$ cat src/common/ptmr_pkg.sv
// ptmr_pkg: shared constants and types of the periodic timer pulse/capture block.
// assumes a 16-bit register port with word indices 0..5 and a 10-bit counter.
package ptmr_pkg;
  // widths
  localparam int PTMR_CNT_W = 10;
  localparam int PTMR_REG_W = 16;
  localparam int PTMR_ADDR_W = 3;

  // register indices on the plain register port
  localparam logic [2:0] PTMR_OFF_TIMER_CONTROL_ZERO = 3'h0;
  localparam logic [2:0] PTMR_OFF_TIMER_CONTROL_ONE = 3'h1;
  localparam logic [2:0] PTMR_OFF_COUNT = 3'h2;
  localparam logic [2:0] PTMR_OFF_COMPARE_A = 3'h3;
  localparam logic [2:0] PTMR_OFF_PERIOD_COMPARE = 3'h4;
  localparam logic [2:0] PTMR_OFF_FLAGS = 3'h5;

  // timer_control_zero fields
  localparam int PTMR_C0_RUN = 0;
  localparam int PTMR_C0_CAPSRC = 1;
  localparam int PTMR_C0_PINSEL = 2;
  // timer_control_one fields
  localparam int PTMR_C1_CCLR = 0;
  localparam int PTMR_C1_POL = 2;
  localparam int PTMR_C1_INIT = 3;
  localparam int PTMR_C1_FN_LO = 4;
  localparam int PTMR_C1_FN_HI = 5;
  localparam int PTMR_C1_MODE_LO = 6;
  localparam int PTMR_C1_MODE_HI = 7;
  // flag register fields, write one to clear
  localparam int PTMR_FL_A = 0;
  localparam int PTMR_FL_P = 1;

  // reset values
  localparam logic PTMR_RST_BIT = 1'b0;
  localparam logic [1:0] PTMR_RST_FN = 2'h0;
  localparam logic [9:0] PTMR_RST_CMP = 10'h000;
  localparam logic [15:0] PTMR_RST_RDATA = 16'h0000;

  // operating modes
  typedef enum logic [1:0] {
    PTMR_MODE_CMP = 2'b00,
    PTMR_MODE_CAP = 2'b01,
    PTMR_MODE_WAVE = 2'b10,
    PTMR_MODE_TIMER = 2'b11
  } ptmr_mode_e;

  // pin function codes, capture meaning and waveform meaning
  localparam logic [1:0] PTMR_FN_RISE = 2'b00;
  localparam logic [1:0] PTMR_FN_FALL = 2'b01;
  localparam logic [1:0] PTMR_FN_BOTH = 2'b10;
  localparam logic [1:0] PTMR_FN_FORCE_LO = 2'b00;
  localparam logic [1:0] PTMR_FN_FORCE_HI = 2'b01;
  localparam logic [1:0] PTMR_FN_PULSE = 2'b11;

  // edge detector lanes
  localparam int PTMR_SRC_FIRST = 0;
  localparam int PTMR_SRC_SECOND = 1;
  localparam int PTMR_SRC_EXT = 2;
endpackage : ptmr_pkg

$ cat src/common/ptmr_cnt_if.sv
// ptmr_cnt_if: control and status between the timer core and its counter.
// assumes one clock domain; the core drives controls, the counter answers.
interface ptmr_cnt_if #(parameter int W = 10);
  logic clear;
  logic en;
  logic p_clr_en;
  logic a_clr_en;
  logic [W-1:0] cmp_a;
  logic [W-1:0] cmp_p;
  logic [W-1:0] count;
  logic a_hit;
  logic p_hit;
  modport ctrl (output clear, en, p_clr_en, a_clr_en, cmp_a, cmp_p, input count, a_hit, p_hit);
  modport cnt (input clear, en, p_clr_en, a_clr_en, cmp_a, cmp_p, output count, a_hit, p_hit);
endinterface : ptmr_cnt_if

$ cat src/hw/ptmr_counter.sv
// ptmr_counter: up counter with start clear and comparator A/P matches.
// assumes the core holds en low when stopped; clear outranks counting.
module ptmr_counter #(
  parameter int W = 10
) (
  input wire logic core_clk, // timer clock
  input wire logic rst,      // async reset, high
  input wire logic ce,       // clock enable
  ptmr_cnt_if.cnt bus        // controls and matches
);
  localparam logic [W-1:0] ONE = W'(1);
  localparam logic [W-1:0] ZERO = '0;
  logic [W-1:0] inc;

  // a match means the next count reaches the compare value
  assign inc = bus.count + ONE;
  assign bus.a_hit = bus.en && (inc == bus.cmp_a);
  assign bus.p_hit = bus.en && bus.p_clr_en && (inc == bus.cmp_p);

  // counting, stop holds the value for software
  always_ff @(posedge core_clk or posedge rst) begin
    if (rst) begin
      bus.count <= ZERO;
    end else if (ce) begin
      if (bus.clear) begin
        bus.count <= ZERO;
      end else if (bus.p_hit || (bus.a_hit && bus.a_clr_en)) begin
        bus.count <= ZERO;
      end else if (bus.en) begin
        bus.count <= inc;
      end
    end
  end
endmodule : ptmr_counter

$ cat src/hw/ptmr_edge.sv
// ptmr_edge: rising and falling edge pulses for a group of pin samples.
// assumes inputs already synchronous to core_clk; pulses are combinational, in the cycle of the new sample.
module ptmr_edge #(
  parameter int W = 3
) (
  input wire logic core_clk,      // timer clock
  input wire logic rst,           // async reset, high
  input wire logic ce,            // clock enable
  input wire logic [W-1:0] din,   // pin samples
  output logic [W-1:0] rise,      // rising edge pulse
  output logic [W-1:0] fall       // falling edge pulse
);
  logic [W-1:0] prev_reg;

  // previous sample; frozen with ce so no edge is invented
  always_ff @(posedge core_clk or posedge rst) begin
    if (rst) begin
      prev_reg <= '0;
    end else if (ce) begin
      prev_reg <= din;
    end
  end

  assign rise = din & ~prev_reg;
  assign fall = ~din & prev_reg;
endmodule : ptmr_edge

$ cat src/hw/ptmr_top.sv
// ptmr_top: periodic timer with single pulse, capture, pwm and compare output.
// assumes pins synchronous to core_clk and a register master that never waits.
module ptmr_top
  import ptmr_pkg::*;
#(
  parameter int CNT_W = PTMR_CNT_W
) (
  input wire logic core_clk,                  // timer clock, 100 MHz
  input wire logic rst,                       // async reset, high
  input wire logic ce,                        // clock enable, freezes all
  input wire logic [PTMR_ADDR_W-1:0] reg_addr, // register index
  input wire logic [PTMR_REG_W-1:0] reg_wdata, // write data
  input wire logic reg_we,                    // write strobe
  input wire logic reg_re,                    // read strobe
  output logic [PTMR_REG_W-1:0] reg_rdata,    // read data, cycle after strobe
  input wire logic external_timer_clock_pin,  // external trigger pin
  input wire logic timer_io_pin_first_in,     // first io pin level
  output logic timer_io_pin_first_out,        // first io pin drive value
  output logic timer_io_pin_first_oe_n,       // first io pin enable, low drives
  input wire logic timer_io_pin_second_in,    // second io pin level
  output logic timer_io_pin_second_out,       // second io pin drive value
  output logic timer_io_pin_second_oe_n,      // second io pin enable, low drives
  output logic a_match_flag,                  // A request flag
  output logic p_match_flag                   // P request flag
);
  // control state
  logic run_reg;
  logic run_next;
  logic cap_src_reg;
  logic pin_sel_reg;
  ptmr_mode_e mode_reg;
  logic [1:0] pin_fn_reg;
  logic init_lvl_reg;
  logic pol_reg;
  logic cclr_reg;
  logic [CNT_W-1:0] cmp_a_reg;
  logic [CNT_W-1:0] cmp_p_reg;
  logic flag_a_reg;
  logic flag_p_reg;
  logic cmp_lvl_reg;
  logic pin_out_reg;
  logic pin_oe_n_reg;
  logic [PTMR_REG_W-1:0] rdata_reg;

  // decoded strobes and mode terms
  logic wr_c0;
  logic wr_c1;
  logic wr_a;
  logic wr_p;
  logic wr_fl;
  logic sp_mode;
  logic pwm_mode;
  logic cap_mode;
  logic cmp_mode;
  logic start;
  logic [2:0] pins;
  logic [2:0] rise_v;
  logic [2:0] fall_v;
  logic cap_rise;
  logic cap_fall;
  logic cap_edge;
  logic cap_evt;
  logic ext_trig;
  logic set_a;
  logic lvl;

  ptmr_cnt_if #(.W(CNT_W)) cnt ();

  // register write decode, shared by every write port
  function automatic logic hit(input logic [2:0] a, input logic [2:0] off, input logic stb);
    return stb && (a == off);
  endfunction : hit

  assign wr_c0 = ce && hit(reg_addr, PTMR_OFF_TIMER_CONTROL_ZERO, reg_we);
  assign wr_c1 = ce && hit(reg_addr, PTMR_OFF_TIMER_CONTROL_ONE, reg_we);
  assign wr_a = ce && hit(reg_addr, PTMR_OFF_COMPARE_A, reg_we);
  assign wr_p = ce && hit(reg_addr, PTMR_OFF_PERIOD_COMPARE, reg_we);
  assign wr_fl = ce && hit(reg_addr, PTMR_OFF_FLAGS, reg_we);

  // mode decode
  // pulse mode select
  assign sp_mode = (mode_reg == PTMR_MODE_WAVE) && (pin_fn_reg == PTMR_FN_PULSE);
  assign pwm_mode = (mode_reg == PTMR_MODE_WAVE) && !sp_mode;
  assign cap_mode = (mode_reg == PTMR_MODE_CAP);
  assign cmp_mode = (mode_reg == PTMR_MODE_CMP);

  assign pins = {external_timer_clock_pin, timer_io_pin_second_in, timer_io_pin_first_in};

  ptmr_edge #(.W(3)) u_edge (
    .core_clk(core_clk),
    .rst(rst),
    .ce(ce),
    .din(pins),
    .rise(rise_v),
    .fall(fall_v)
  );

  assign cap_rise = cap_src_reg ? rise_v[PTMR_SRC_EXT] :
                    (pin_sel_reg ? rise_v[PTMR_SRC_SECOND] : rise_v[PTMR_SRC_FIRST]);
  assign cap_fall = cap_src_reg ? fall_v[PTMR_SRC_EXT] :
                    (pin_sel_reg ? fall_v[PTMR_SRC_SECOND] : fall_v[PTMR_SRC_FIRST]);

  always_comb begin
    unique case (pin_fn_reg)
      PTMR_FN_RISE: cap_edge = cap_rise;
      PTMR_FN_FALL: cap_edge = cap_fall;
      PTMR_FN_BOTH: cap_edge = cap_rise || cap_fall;
      PTMR_FN_PULSE: cap_edge = 1'b0;
    endcase
  end
  assign cap_evt = cap_mode && cap_edge;
  assign ext_trig = sp_mode && rise_v[PTMR_SRC_EXT];

  // run bit next value; hardware events outrank a software write
  always_comb begin
    run_next = run_reg;
    if (wr_c0) begin
      run_next = reg_wdata[PTMR_C0_RUN];
    end
    if (ext_trig) begin
      run_next = 1'b1;
    end
    if (sp_mode && cnt.a_hit) begin
      run_next = 1'b0;
    end
  end
  // rising run bit is the trigger
  assign start = run_next && !run_reg;

  // counter controls
  // clear strobe at start; period and A-clear matches also zero the count in the counter
  assign cnt.clear = start;
  assign cnt.en = run_reg;
  assign cnt.p_clr_en = cap_mode || pwm_mode || ((cmp_mode || mode_reg == PTMR_MODE_TIMER) && !cclr_reg);
  assign cnt.a_clr_en = (cmp_mode || mode_reg == PTMR_MODE_TIMER) && cclr_reg;
  assign cnt.cmp_a = cmp_a_reg;
  assign cnt.cmp_p = cmp_p_reg;

  ptmr_counter #(.W(CNT_W)) u_cnt (
    .core_clk(core_clk),
    .rst(rst),
    .ce(ce),
    .bus(cnt)
  );

  // run bit and its effects
  always_ff @(posedge core_clk or posedge rst) begin
    if (rst) begin
      run_reg <= PTMR_RST_BIT;
    end else if (ce) begin
      run_reg <= run_next;
    end
  end

  // configuration registers
  always_ff @(posedge core_clk or posedge rst) begin
    if (rst) begin
      cap_src_reg <= PTMR_RST_BIT;
      pin_sel_reg <= PTMR_RST_BIT;
      mode_reg <= PTMR_MODE_CMP;
      pin_fn_reg <= PTMR_RST_FN;
      init_lvl_reg <= PTMR_RST_BIT;
      pol_reg <= PTMR_RST_BIT;
      cclr_reg <= PTMR_RST_BIT;
      cmp_p_reg <= PTMR_RST_CMP;
    end else begin
      if (wr_c0) begin
        cap_src_reg <= reg_wdata[PTMR_C0_CAPSRC];
        pin_sel_reg <= reg_wdata[PTMR_C0_PINSEL];
      end
      if (wr_c1) begin
        mode_reg <= ptmr_mode_e'(reg_wdata[PTMR_C1_MODE_HI:PTMR_C1_MODE_LO]);
        pin_fn_reg <= reg_wdata[PTMR_C1_FN_HI:PTMR_C1_FN_LO];
        init_lvl_reg <= reg_wdata[PTMR_C1_INIT];
        pol_reg <= reg_wdata[PTMR_C1_POL];
        cclr_reg <= reg_wdata[PTMR_C1_CCLR];
      end
      if (wr_p) begin
        cmp_p_reg <= reg_wdata[CNT_W-1:0];
      end
    end
  end

  // compare A; a capture beats a software write in the same cycle
  always_ff @(posedge core_clk or posedge rst) begin
    if (rst) begin
      cmp_a_reg <= PTMR_RST_CMP;
    end else if (ce) begin
      if (cap_evt) begin
        cmp_a_reg <= cnt.count;
      end else if (wr_a) begin
        cmp_a_reg <= reg_wdata[CNT_W-1:0];
      end
    end
  end

  // request flags, write one clears, a same-cycle set wins
  // A flag on match or capture
  assign set_a = cap_evt || (!cap_mode && cnt.a_hit);
  always_ff @(posedge core_clk or posedge rst) begin
    if (rst) begin
      flag_a_reg <= PTMR_RST_BIT;
      flag_p_reg <= PTMR_RST_BIT;
    end else if (ce) begin
      flag_a_reg <= (flag_a_reg && !(wr_fl && reg_wdata[PTMR_FL_A])) || set_a;
      flag_p_reg <= (flag_p_reg && !(wr_fl && reg_wdata[PTMR_FL_P])) || cnt.p_hit;
    end
  end

  // compare output level, restarted by the run bit
  always_ff @(posedge core_clk or posedge rst) begin
    if (rst) begin
      cmp_lvl_reg <= PTMR_RST_BIT;
    end else if (ce) begin
      if (start) begin
        cmp_lvl_reg <= init_lvl_reg;
      end else if (cmp_mode && cnt.a_hit) begin
        unique case (pin_fn_reg)
          2'b00: cmp_lvl_reg <= cmp_lvl_reg;
          2'b01: cmp_lvl_reg <= 1'b0;
          2'b10: cmp_lvl_reg <= 1'b1;
          2'b11: cmp_lvl_reg <= !cmp_lvl_reg;
        endcase
      end
    end
  end

  // pin level; pulse follows the next run value so it starts with the count
  always_comb begin
    lvl = cmp_lvl_reg;
    if (sp_mode) begin
      lvl = run_next ? init_lvl_reg : !init_lvl_reg;
    end else if (pwm_mode) begin
      unique case (pin_fn_reg)
        PTMR_FN_FORCE_LO: lvl = 1'b0;
        PTMR_FN_FORCE_HI: lvl = 1'b1;
        default: lvl = (cnt.count < cmp_a_reg) ? init_lvl_reg : !init_lvl_reg;
      endcase
    end
  end

  // pin drive; capture and timer modes leave the pins undriven
  always_ff @(posedge core_clk or posedge rst) begin
    if (rst) begin
      pin_out_reg <= PTMR_RST_BIT;
      pin_oe_n_reg <= 1'b1;
    end else if (ce) begin
      pin_out_reg <= (cap_mode || mode_reg == PTMR_MODE_TIMER) ? 1'b0 : (lvl ^ pol_reg);
      pin_oe_n_reg <= cap_mode || (mode_reg == PTMR_MODE_TIMER);
    end
  end

  // register read, data the cycle after the strobe
  always_ff @(posedge core_clk or posedge rst) begin
    if (rst) begin
      rdata_reg <= PTMR_RST_RDATA;
    end else if (ce && reg_re) begin
      rdata_reg <= PTMR_RST_RDATA;
      unique case (reg_addr)
        PTMR_OFF_TIMER_CONTROL_ZERO: begin
          rdata_reg[PTMR_C0_RUN] <= run_reg;
          rdata_reg[PTMR_C0_CAPSRC] <= cap_src_reg;
          rdata_reg[PTMR_C0_PINSEL] <= pin_sel_reg;
        end
        PTMR_OFF_TIMER_CONTROL_ONE: begin
          rdata_reg[PTMR_C1_MODE_HI:PTMR_C1_MODE_LO] <= mode_reg;
          rdata_reg[PTMR_C1_FN_HI:PTMR_C1_FN_LO] <= pin_fn_reg;
          rdata_reg[PTMR_C1_INIT] <= init_lvl_reg;
          rdata_reg[PTMR_C1_POL] <= pol_reg;
          rdata_reg[PTMR_C1_CCLR] <= cclr_reg;
        end
        PTMR_OFF_COUNT: rdata_reg[CNT_W-1:0] <= cnt.count;
        PTMR_OFF_COMPARE_A: rdata_reg[CNT_W-1:0] <= cmp_a_reg;
        PTMR_OFF_PERIOD_COMPARE: rdata_reg[CNT_W-1:0] <= cmp_p_reg;
        PTMR_OFF_FLAGS: begin
          rdata_reg[PTMR_FL_A] <= flag_a_reg;
          rdata_reg[PTMR_FL_P] <= flag_p_reg;
        end
        default: rdata_reg <= PTMR_RST_RDATA;
      endcase
    end
  end

  // outputs straight from flip-flops
  assign reg_rdata = rdata_reg;
  assign timer_io_pin_first_out = pin_out_reg;
  assign timer_io_pin_first_oe_n = pin_oe_n_reg;
  assign timer_io_pin_second_out = pin_out_reg;
  assign timer_io_pin_second_oe_n = pin_oe_n_reg;
  assign a_match_flag = flag_a_reg;
  assign p_match_flag = flag_p_reg;

  // checks on the documented behaviour
  AST_EXT_SETS_RUN: assert property (@(posedge core_clk) disable iff (rst)
    ce && ext_trig && !cnt.a_hit |=> run_reg)
    else $error("external edge did not set run bit");

  AST_START_ZERO: assert property (@(posedge core_clk) disable iff (rst)
    ce && start |=> run_reg && (cnt.count == 10'h000))
    else $error("counter not zero at start");

  AST_SP_A_STOPS: assert property (@(posedge core_clk) disable iff (rst)
    ce && sp_mode && cnt.a_hit |=> !run_reg && (cnt.count == $past(cmp_a_reg)))
    else $error("A match did not end pulse");

  AST_SP_A_FLAG: assert property (@(posedge core_clk) disable iff (rst)
    ce && sp_mode && cnt.a_hit |=> flag_a_reg)
    else $error("A flag missing in pulse mode");

  AST_SP_PIN: assert property (@(posedge core_clk) disable iff (rst)
    ce && sp_mode && !reg_we |=> pin_out_reg == ((run_reg ? init_lvl_reg : !init_lvl_reg) ^ pol_reg))
    else $error("pulse pin does not follow run bit");

  AST_CAP_LATCH: assert property (@(posedge core_clk) disable iff (rst)
    ce && cap_evt |=> (cmp_a_reg == $past(cnt.count)) && flag_a_reg)
    else $error("capture did not latch count");

  AST_CAP_OFF: assert property (@(posedge core_clk) disable iff (rst)
    ce && cap_mode && (pin_fn_reg == 2'b11) && !reg_we |=> $stable(cmp_a_reg))
    else $error("capture happened with function 11");

  AST_CAP_PERIOD: assert property (@(posedge core_clk) disable iff (rst)
    ce && cap_mode && run_reg && !start && ((cnt.count + 10'h001) == cmp_p_reg) |=>
    (cnt.count == 10'h000) && flag_p_reg)
    else $error("period match did not clear counter");

  AST_CAP_FREE: assert property (@(posedge core_clk) disable iff (rst)
    ce && cap_mode && run_reg && !start && !cnt.p_hit |=> cnt.count == ($past(cnt.count) + 10'h001))
    else $error("capture counter did not advance");

  AST_STOP_HOLD: assert property (@(posedge core_clk) disable iff (rst)
    ce && !run_reg && !start |=> $stable(cnt.count))
    else $error("stopped counter moved");

  COV_EXT_PULSE: cover property (@(posedge core_clk) disable iff (rst)
    ext_trig ##[1:1000] (sp_mode && cnt.a_hit));
  COV_CAPTURE: cover property (@(posedge core_clk) disable iff (rst) ce && cap_evt);
  COV_PWRAP: cover property (@(posedge core_clk) disable iff (rst) ce && cap_mode && cnt.p_hit);
endmodule : ptmr_top

$ cat config.mk
export PLATFORM = sky130hd
export DESIGN_NAME = ptmr_top
export DESIGN_NICKNAME = d
export VERILOG_FILES = /design/src/common/ptmr_pkg.sv /design/src/common/ptmr_cnt_if.sv /design/src/hw/ptmr_counter.sv /design/src/hw/ptmr_edge.sv /design/src/hw/ptmr_top.sv
export SDC_FILE = /design/constraint.sdc
export NUM_CORES = 1
export LEC_CHECK = 0
export ABC_AREA = 1
export BUFFER_PORTS_ARGS = -buffer_cell sky130_fd_sc_hd__buf_2
export CORE_ASPECT_RATIO = 2
export CORE_MARGIN = 2
export CORE_UTILIZATION = 35
export DETAILED_ROUTE_END_ITERATION = 8
export PLACE_DENSITY_LB_ADDON = 0.15
export SLEW_MARGIN = 40
export SYNTH_ARGS = -nofsm -noshare
export SYNTH_HDL_FRONTEND = slang
export SYNTH_HIERARCHICAL = 1
export SYNTH_SLANG_ARGS = --single-unit
$ cat constraint.sdc
create_clock -name core_clk -period 2.4 [get_ports core_clk]
set_input_delay 0.36 -clock core_clk [delete_from_list [all_inputs] [get_ports core_clk]]
set_output_delay 0.36 -clock core_clk [all_outputs]
set_load 0.02 [all_outputs]
==> run metrics, run 1 <==
outcome finished with violations; violated checks setup timing; Final setup viols 7; hpwl dp 10200 um; # port buffers 36; largest net degree at the start of global routing 34; total number of vias 4131; 1st-iter DRT viols 234; Seq/Total Area, Yosys 0.355; vias in the first global route 4229; minimum clock period 2.43 ns; clk_skew 0.00536 ns; area growth from synthesis to layout 28.3%; final core occ 0.462; placed cell areas 4750 sq um; CTS sink cnt 58; Final Power 0.00435 W; Initial Utilization 0.360; WP data arrival 2.69 ns; Worst-Skew Late Latency 0.32 ns; setup ws final -0.0292 ns; std cell rows 55; H-tree Lvls 3; Post-synth EDFFs 0; Leak 2.75 nW; post-synthesis area per instance 7.02 sq um; # diodes 0; io pins 49; Max Cap Viol 0; Synth Flop Type dfrtp_1; Mapped Area 4090 sq um; Pre-antenna DRT Iters 4; RSZ-0062 raised after global routing true; HP Class input port to register; Max Fclk 0.412 GHz; Die Height 157 um; CTS tree built; routed length per instance 15.8 um; pwr/cell area 829 nW/um^2; most common cell after layout, fill and taps aside nand2_1; worst-margin pin slew 0.564 ns; GRT overflow 0; layout cells sized above 1 0.268; via density per instance 5.03; post-synthesis cell type count 45; share of synthesized registers carrying an async set or reset 1.00; Final Hold Viols 0; antenna-violating nets left 0; area leader, netlist dfrtp_1; DRC viols 0; CP Capture Type register; period utilisation layout 1.01; design area 5250 sq um; clk root buf clkbuf_16; initial antenna violation count 0; dominant cells by area after synthesis dfrtp_1 (35%), nand2_1 (17%), inv_1 (7.7%); Max VDD drop 0.562 mV; Yosys top cell area share 0.349; synthesized flop and latch total 58; Setup CP Type register to register; CTS clk-pin slew, worst paths 0.05 ns; CP required 2.66 ns; die area 12600 sq um; Die X 80.5 um; relative slew slack 0.623; first-pass GRT wire length 20700 um; Max Slew Vio Count 0; fin nets 716; Synth Warn # 6; setup TNS -0.149 ns; CTS max path bufs 2; TritonCTS Buffers 9; GPL Wtd Cong 0.866; Critical Path Fanout Max 5; GRT Overall Usage 0.219; Setup crit start kind register; Post-Syn Instances 583; Core Region 11400 sq um; most frequent cells in the layout nand2_1 (182), inv_1 (77), dfrtp_1 (56), buf_4 (54), o21ai_0 (43); Detailed Route WL 13000 um
## per-stage QoR
| stage | hold WS, ns | setup slack, ns | std cells |
|---|---|---|---|
| 2_1_floorplan | 0.114 | 0.0516 | 588 |
| 3_3_place_gp | 0.280 | -0.0543 | 799 |
| 3_5_place_dp | 0.284 | -0.130 | 799 |
| 4_1_cts | 0.262 | -0.0495 | 818 |
| 5_1_grt | 0.280 | -0.150 | 821 |
| 6_report | 0.267 | -0.0292 | 821 |
## final timing paths
check | from | end | slack [ns] | depth (start not counted)
setup / recovery | u_cnt/bus.count[1] | u_cnt/bus.count[2] | -0.03 | 17
hold / removal | timer_io_pin_second_in | u_edge/prev_reg[1] | 0.27 | 3
setup reg to reg | u_cnt/bus.count[1] | u_cnt/bus.count[2] | -0.03 | 17
hold reg to reg | reg_rdata[4] | reg_rdata[4] | 0.47 | 2
max in group asynchronous | rst | timer_io_pin_first_oe_n | 1.25 | 4
min in group asynchronous | rst | u_edge/prev_reg[1] | 0.52 | 3
## cell type report
class,count,area (sq um)
tap,142,178
clock buffer,12,256
clock inverter,3,15.0
sequential,58,1450
fill,1186,6100
timing repair buffer,95,672
inverter,89,338
multi-input combinational,422,2340
## cells in the mapped netlist, types with 3 or more instances
library cell,count
buf_4,8
inv_1,84
nand3_2,8
o21ai_0,45
o211ai_1,9
buf_2,4
nor2_2,6
nor2_4,5
nor2_1,33
nand3_1,33
clkbuf_1,5
nand4_1,17
a221oi_1,6
dfrtp_1,57
inv_2,3
nand3b_1,5
a21oi_1,8
ha_1,14
nand2_1,187
nand2_2,12
## power breakdown
part	leakage [nW]	internal, W	switching, W
Clock	0.138	0.000742	0.000432
Sequential	0.742	0.00121	0.000205
Combinational	1.87	0.000708	0.00105
## repair_timing
action | 4_1_cts | 5_1_grt
setup buffers | 2 | 2
gates resized for setup | 14 | 25
pin swaps | 11 | 12
endpoints found under the hold margin | 3 | 0
endpoints found under the setup margin | 13 | 13
cloned | 1 | 1
hold buffers | 1 | 0
## worst max-delay path, stage by stage (launching register included)
cell       delay [ns]
dfrtp_1          0.36
buf_4            0.14
nand2_1          0.08
nor2_4           0.22
nand3_1          0.13
nand3_1          0.12
nand2_2          0.07
nor2_2           0.12
nand3_2          0.12
nor2_4           0.13
nand2_2          0.07
nand2_2          0.11
nor2_4           0.04
o21bai_4         0.17
nor2_4           0.15
clkbuf_16        0.17
nand4_1          0.07
nand2_1          0.07
## routing by layer
metal  up-vias  GRT usage  wire [um]
met3        43     0.0212        332
met2       104      0.416       7310
met4         0      0.133        646
li1       2051          -          -
met1      1933      0.220       4670
met5         -          0          0
## cell families after synthesis
kind of cell,after synthesis,synth area share
XOR/XNOR,2,0.00428
AND/OR/NAND/NOR,317,0.362
other,1,0.000916
adder cells (fa/ha/maj),14,0.0428
buffers and inverters,109,0.113
flip-flops,58,0.355
AO/OA/AOI/OAI,82,0.122
Power figures use the tool's default switching activity.
==> run 2, diff against run 1 <==
CORE_ASPECT_RATIO = default   (was 2)
CORE_UTILIZATION = 51   (was 35)
clock period = 3 ns   (was 2.4 ns; I/O delays follow)
==> run 2 against run 1 <==
The run now ends clean; die area down 31%; combinational power down 39%; setup slack better by 0.31 ns; clock power down 36%; sequential cell count unchanged; final cell count down 11%; sequential power down 18%; power down 32%; design area down 13%; core utilization up 12 points; critical path type unchanged; critical endpoint is now u_cnt/bus.count[8]; highest routed layer unchanged.
==> run metrics, run 2 (synthesized netlist as in run 1, its figures left out) <==
CTS max path bufs 2 (unchanged); GRT met2 Usage 0.441 (+0.0254); Post-CTS Setup Bufs 0 (-2); hpwl dp 8270 um (-19%); CP required 3.29 ns (+0.63 ns); RSZ-0062 raised after global routing false; Pre-antenna DRT Iters 5 (+1); GRT overflow 0 (unchanged); outcome finished, final reports clean; io pins 49 (unchanged); Leak 2.40 nW (-13%); initial antenna violation count 0 (unchanged); GR Layer Usage met3 0.0435 (+0.0223); # fillers 756 (-36%); CTS tree built; H-tree Lvls 3 (unchanged); total number of vias 3951 (-4.4%); Setup crit start kind register; Die Height 93.6 um (-40%); Max Cap Viol 0 (unchanged); WP data arrival 3.01 ns (+0.32 ns); std cell rows 32 (-42%); 1st-iter DRT viols 240 (+2.6%); CP max stage delay 0.46 ns (+0.10 ns); Setup CP Type register to register; delay-heaviest family, CP simple AND/OR/NAND/NOR gates; via density per instance 5.43 (+7.9%); HP Class input port to asynchronous set/reset pin; CTS clk-pin slew, worst paths 0.07 ns (+0.02 ns); die area 8760 sq um (-31%); # port buffers 36 (unchanged); Final setup viols 0 (-7); Core Region 7770 sq um (-32%); GRT busiest layer met2; Detailed Route WL 11100 um (-15%); Final Hold Viols 0 (unchanged); Worst-Skew Late Latency 0.35 ns (+0.03 ns); period utilisation layout 0.907 (-0.105); CTS sink cnt 58 (unchanged); routed length per instance 15.2 um (-3.7%); Die X 93.6 um (+16%); GRT Overall Usage 0.271 (+0.0524); vias in the first global route 3578 (-15%); CTS resizes 0 (-14); WP buf/inv 1 (-1); most frequent cell on the critical path nand2_1; slowest CP cell dfrtp_2; worst-margin pin slew 0.802 ns (+0.238 ns); met1 Use GR 0.375 (+0.156); relative slew slack 0.465 (-0.158); Critical Path Fanout Max 7 (+2); CP Capture Type register; GPL Wtd Cong 0.985 (+14%); Post-CTS Hold Buffers 0 (-1); largest net degree at the start of global routing 46 (+35%); crit-path cells ha_1 -> nand2_2 -> inv_1 -> nand2_1 -> nand2_1 -> nand2_1 -> nand3_1 -> nor2_1 -> nand3_1 -> nor2_4 -> nand2_1 -> nand2_2 -> nor2_4 -> o21bai_2 -> nor2_4 -> nand4_1 -> nand2_1; Initial Utilization 0.527 (+0.166); clk_skew 0.00779 ns (+0.00243 ns); TritonCTS Buffers 9 (unchanged); minimum clock period 2.72 ns (+0.293 ns); r2r startpoint u_cnt/bus.count[1]; clk root buf clkbuf_8; setup TNS 0 ns (+0.149 ns); most frequent cells in the layout nand2_1 (186), inv_1 (83), dfrtp_1 (56), o21ai_0 (45), buf_2 (36); antenna-violating nets left 0 (unchanged); Placed Cells 711 (-11%); layout cells sized above 1 0.173 (-0.0955); most common cell after layout, fill and taps aside nand2_1; final std cells w/o fill 728 (-11%); Max Fclk 0.367 GHz (-11%); R2R setup slack 0.28 ns (+0.31 ns); Max VDD drop 0.328 mV (-42%); R2R Path End u_cnt/bus.count[8]; reg2reg path depth 17 (unchanged); pwr/cell area 655 nW/um^2 (-21%); area growth from synthesis to layout 11.2%; # diodes 0 (unchanged); Max Slew Vio Count 0 (unchanged); first-pass GRT wire length 18100 um (-12%); fin nets 662 (-7.5%); DRC viols 0 (unchanged)
==> run 2: cell count changes in the layout (fill, tap and decap cells not counted), moves of 4 or more <==
cell / delta
nand2_1: +4
clkbuf_8: +8
inv_2: -6
buf_4: -49
inv_1: +6
clkbuf_16: -10
nand3_1: +4
==> run 2: worst max-delay path by stage <==
stage,slack (ns),endpoint,from,cells past startpoint
after global placement,0.37,u_cnt/bus.count[1],u_cnt/bus.count[1],17
final,0.28,u_cnt/bus.count[8],u_cnt/bus.count[1],17
after floorplan,0.65,u_cnt/bus.count[0],u_cnt/bus.count[0],17
after detailed placement,0.31,u_cnt/bus.count[5],u_cnt/bus.count[1],17
after CTS,0.28,u_cnt/bus.count[5],u_cnt/bus.count[1],17
after global routing,0.05,u_cnt/bus.count[3],u_cnt/bus.count[1],17
==> run 2: layer usage <==
| metal | wire length, um | up-vias | part of all wire |
|---|---|---|---|
| li1 | - | 1949 | - |
| met1 | 5010 | 1849 | 0.45 |
| met2 | 5180 | 131 | 0.47 |
| met3 | 697 | 22 | 0.063 |
| met4 | 190 | 0 | 0.017 |
| met5 | 0 | - | 0 |
==> run 2: power breakdown <==
part           switching, W  internal, W
clock              0.000342     0.000405
sequential         0.000189     0.000967
combinational      0.000707     0.000370
total               0.00124      0.00174
==> run 2: layout make-up <==
| class | instances | area (sq um) | share of cell area |
|---|---|---|---|
| clock buffers | 10 | 138 | 0.0302 |
| clock inverters | 6 | 66.3 | 0.0146 |
| inverters | 89 | 338 | 0.0742 |
| multi-input cells | 422 | 2210 | 0.486 |
| flip-flops and latches | 58 | 1450 | 0.319 |
| well taps | 102 | 128 | 0.0280 |
| repair buffers | 41 | 218 | 0.0478 |
==> run 2: through the flow <==
step           worst slack (ns)  cell area (sq um)  hold slack [ns]   util  total power (W)
2_1_floorplan             0.652               4110            0.204      -          0.00192
3_3_place_gp              0.368               4330            0.368  0.558          0.00218
3_5_place_dp              0.314               4330            0.379  0.558          0.00222
4_1_cts                   0.275               4540          0.00220  0.584          0.00298
5_1_grt                  0.0477               4550           0.0228  0.586          0.00319
6_report                  0.278               4550           0.0141  0.586          0.00298
==> run 3, diff against run 2 <==
CORE_UTILIZATION = 60   (was 51)
==> run 3 against run 2 <==
Power up 6.7%; maximum frequency is 0.42% lower; register-to-register slack about the same; clock skew grew 0.00065 ns; non-clock buffer count did not move; critical path depth did not move; core utilization rose by 9.7 points.
==> run metrics, run 3 (synthesized netlist as in run 1, its figures left out) <==
outcome finished, final reports clean; die area 7500 sq um (-14%); pwr/cell area 697 nW/um^2 (+6.4%); Pre-antenna DRT Iters 5 (unchanged); register area 1450 sq um (about the same); Post-CTS Setup Bufs 0 (unchanged); GRT Overall Usage 0.316 (+0.0448); # diodes 0 (unchanged); Core Region 6680 sq um (-14%); worst-margin pin slew 0.733 ns (-0.0689 ns); std cell rows 30 (-6.3%); Leak 2.43 nW (+1.1%); area growth from synthesis to layout 11.6%; layout cells sized above 1 0.166 (-0.00612); Final setup viols 0 (unchanged); most frequent cell on the critical path nand2_1; HP Class input port to asynchronous set/reset pin; Max VDD drop 0.429 mV (+31%); first-pass GRT wire length 18100 um (-0.11%); H-tree Lvls 3 (unchanged); # fillers 596 (-21%); relative slew slack 0.508 (+0.0433); Final Hold Viols 0 (unchanged); TritonCTS Buffers 9 (unchanged); DRC viols 0 (unchanged); CP required 3.28 ns (about the same); switching power of the nets 0.00124 W (+0.44%); WP data arrival 3.02 ns (about the same); antenna-violating nets left 0 (unchanged); Setup CP Type register to register; Initial Utilization 0.613 (+0.0856); Detailed Route WL 11100 um (about the same); CTS tree built; Top Metal Used met4; CP max stage delay 0.39 ns (-0.07 ns); largest net degree at the start of global routing 46 (unchanged); RSZ-0062 raised after global routing false; Die Height 86.6 um (-7.5%); Critical Path Fanout Max 10 (+3); Setup crit start kind register; total number of vias 4019 (+1.7%); Clk pwr share 0.295 (+0.044); Max Cap Viol 0 (unchanged); hpwl dp 8270 um (about the same); initial antenna violation count 0 (unchanged); io pins 49 (unchanged); clk root buf clkbuf_8; Sw Share 0.391 (-0.0244); setup TNS 0 ns (unchanged); routed length per instance 15.7 um (+3.2%); period utilisation layout 0.911 (+0.00378); routed wl met3 870 um (+25%); footprint of the multi-input gates 2200 sq um (-0.28%); hold slack 0.0239 ns (+0.00975 ns); slowest CP cell dfrtp_1; crit-path cells ha_1 -> nand2_1 -> inv_1 -> nand2_1 -> nand2_1 -> nand2_1 -> nand3_1 -> nor2_1 -> nand3_1 -> nor2_4 -> nand2_1 -> nand2_2 -> nor2_4 -> o21bai_2 -> nor2_4 -> nand4_1 -> nand2_1; Max Slew Vio Count 0 (unchanged); r2r startpoint u_cnt/bus.count[0]; 1st-iter DRT viols 347 (+45%); Comb power frac 0.342 (-0.019); GPL Wtd Cong 0.920 (-6.6%); most frequent cells in the layout nand2_1 (187), inv_1 (83), dfrtp_1 (57), o21ai_0 (45), buf_2 (36); Reg power frac 0.363 (-0.025); GRT overflow 0 (unchanged); # port buffers 36 (unchanged); CTS resizes 0 (unchanged); Crit. Startpoint u_cnt/bus.count[0]; via density per instance 5.70 (+5.0%); fin nets 661 (-0.15%); CTS max path bufs 2 (unchanged); Post-CTS Hold Buffers 0 (unchanged); vias in the first global route 3818 (+6.7%); metal2 WL 5280 um (+2.0%); Max Fclk 0.366 GHz (-0.42%); CP Capture Type register; minimum clock period 2.73 ns (+0.0113 ns); Worst-Skew Late Latency 0.34 ns (about the same); Die X 86.6 um (-7.5%); clk_skew 0.00844 ns (+0.000647 ns); CTS sink cnt 58 (unchanged); Internal 0.00194 W (+11%); CTS clk-pin slew, worst paths 0.07 ns (about the same); most common cell after layout, fill and taps aside nand2_1; Metal-1 WL 4560 um (-9.0%)
-- run 3: stage by stage --
step | area, sq um | setup slack [ns] | util | total power [W] | instances
after global placement | 4300 | 0.498 | 0.644 | 0.00218 | 689
after global routing | 4570 | 0.0712 | 0.683 | 0.00336 | 705
final | 4570 | 0.266 | 0.683 | 0.00318 | 705
after floorplan | 4110 | 0.652 | - | 0.00192 | 588
after CTS | 4560 | 0.343 | 0.682 | 0.00316 | 705
after detailed placement | 4310 | 0.391 | 0.644 | 0.00222 | 689
-- run 3: metal layers --
| metal | track usage | up-vias |
|---|---|---|
| met5 | 0 | - |
| met4 | 0.159 | 0 |
| met3 | 0.0571 | 25 |
| met2 | 0.508 | 182 |
| met1 | 0.408 | 1878 |
| li1 | - | 1934 |
-- run 3: final cells by class --
class,instances,share of cell area
clock inverter,4,0.0214
inverter,89,0.0740
timing repair buffer,41,0.0477
clock buffer,12,0.0340
multi-input combinational,421,0.483
sequential,58,0.318
tap,80,0.0219
-- run 3: final timing paths --
path / to / slack (ns) / cells past startpoint
max reg2reg: u_cnt/bus.count[7] / 0.27 / 17
min in group core_clk: u_edge/prev_reg[2] / 0.34 / 3
min: u_edge/prev_reg[1] / 0.02 / 2
min reg2reg: reg_rdata[3] / 0.48 / 2
max in group asynchronous: cmp_a_reg[5] / 2.39 / 2
max: u_cnt/bus.count[7] / 0.27 / 17
-- run 3: worst max-delay path, delay by kind of cell (launching register included) --
kind                     cells  cell delay, ns
buffers and inverters        1            0.09
adder cells (fa/ha/maj)      1            0.24
flip-flops                   1            0.39
AO/OA/AOI/OAI                1            0.21
AND/OR/NAND/NOR             14            1.72
-- run 3: power by group through the flow --
stage	clock (W)	sequential (W)	combinational [W]
after floorplan	0	0.00117	0.000748
after global placement	0	0.00115	0.00103
after detailed placement	0	0.00116	0.00106
after CTS	0.000942	0.00115	0.00107
after global routing	0.000975	0.00118	0.00121
final	0.000939	0.00115	0.00109
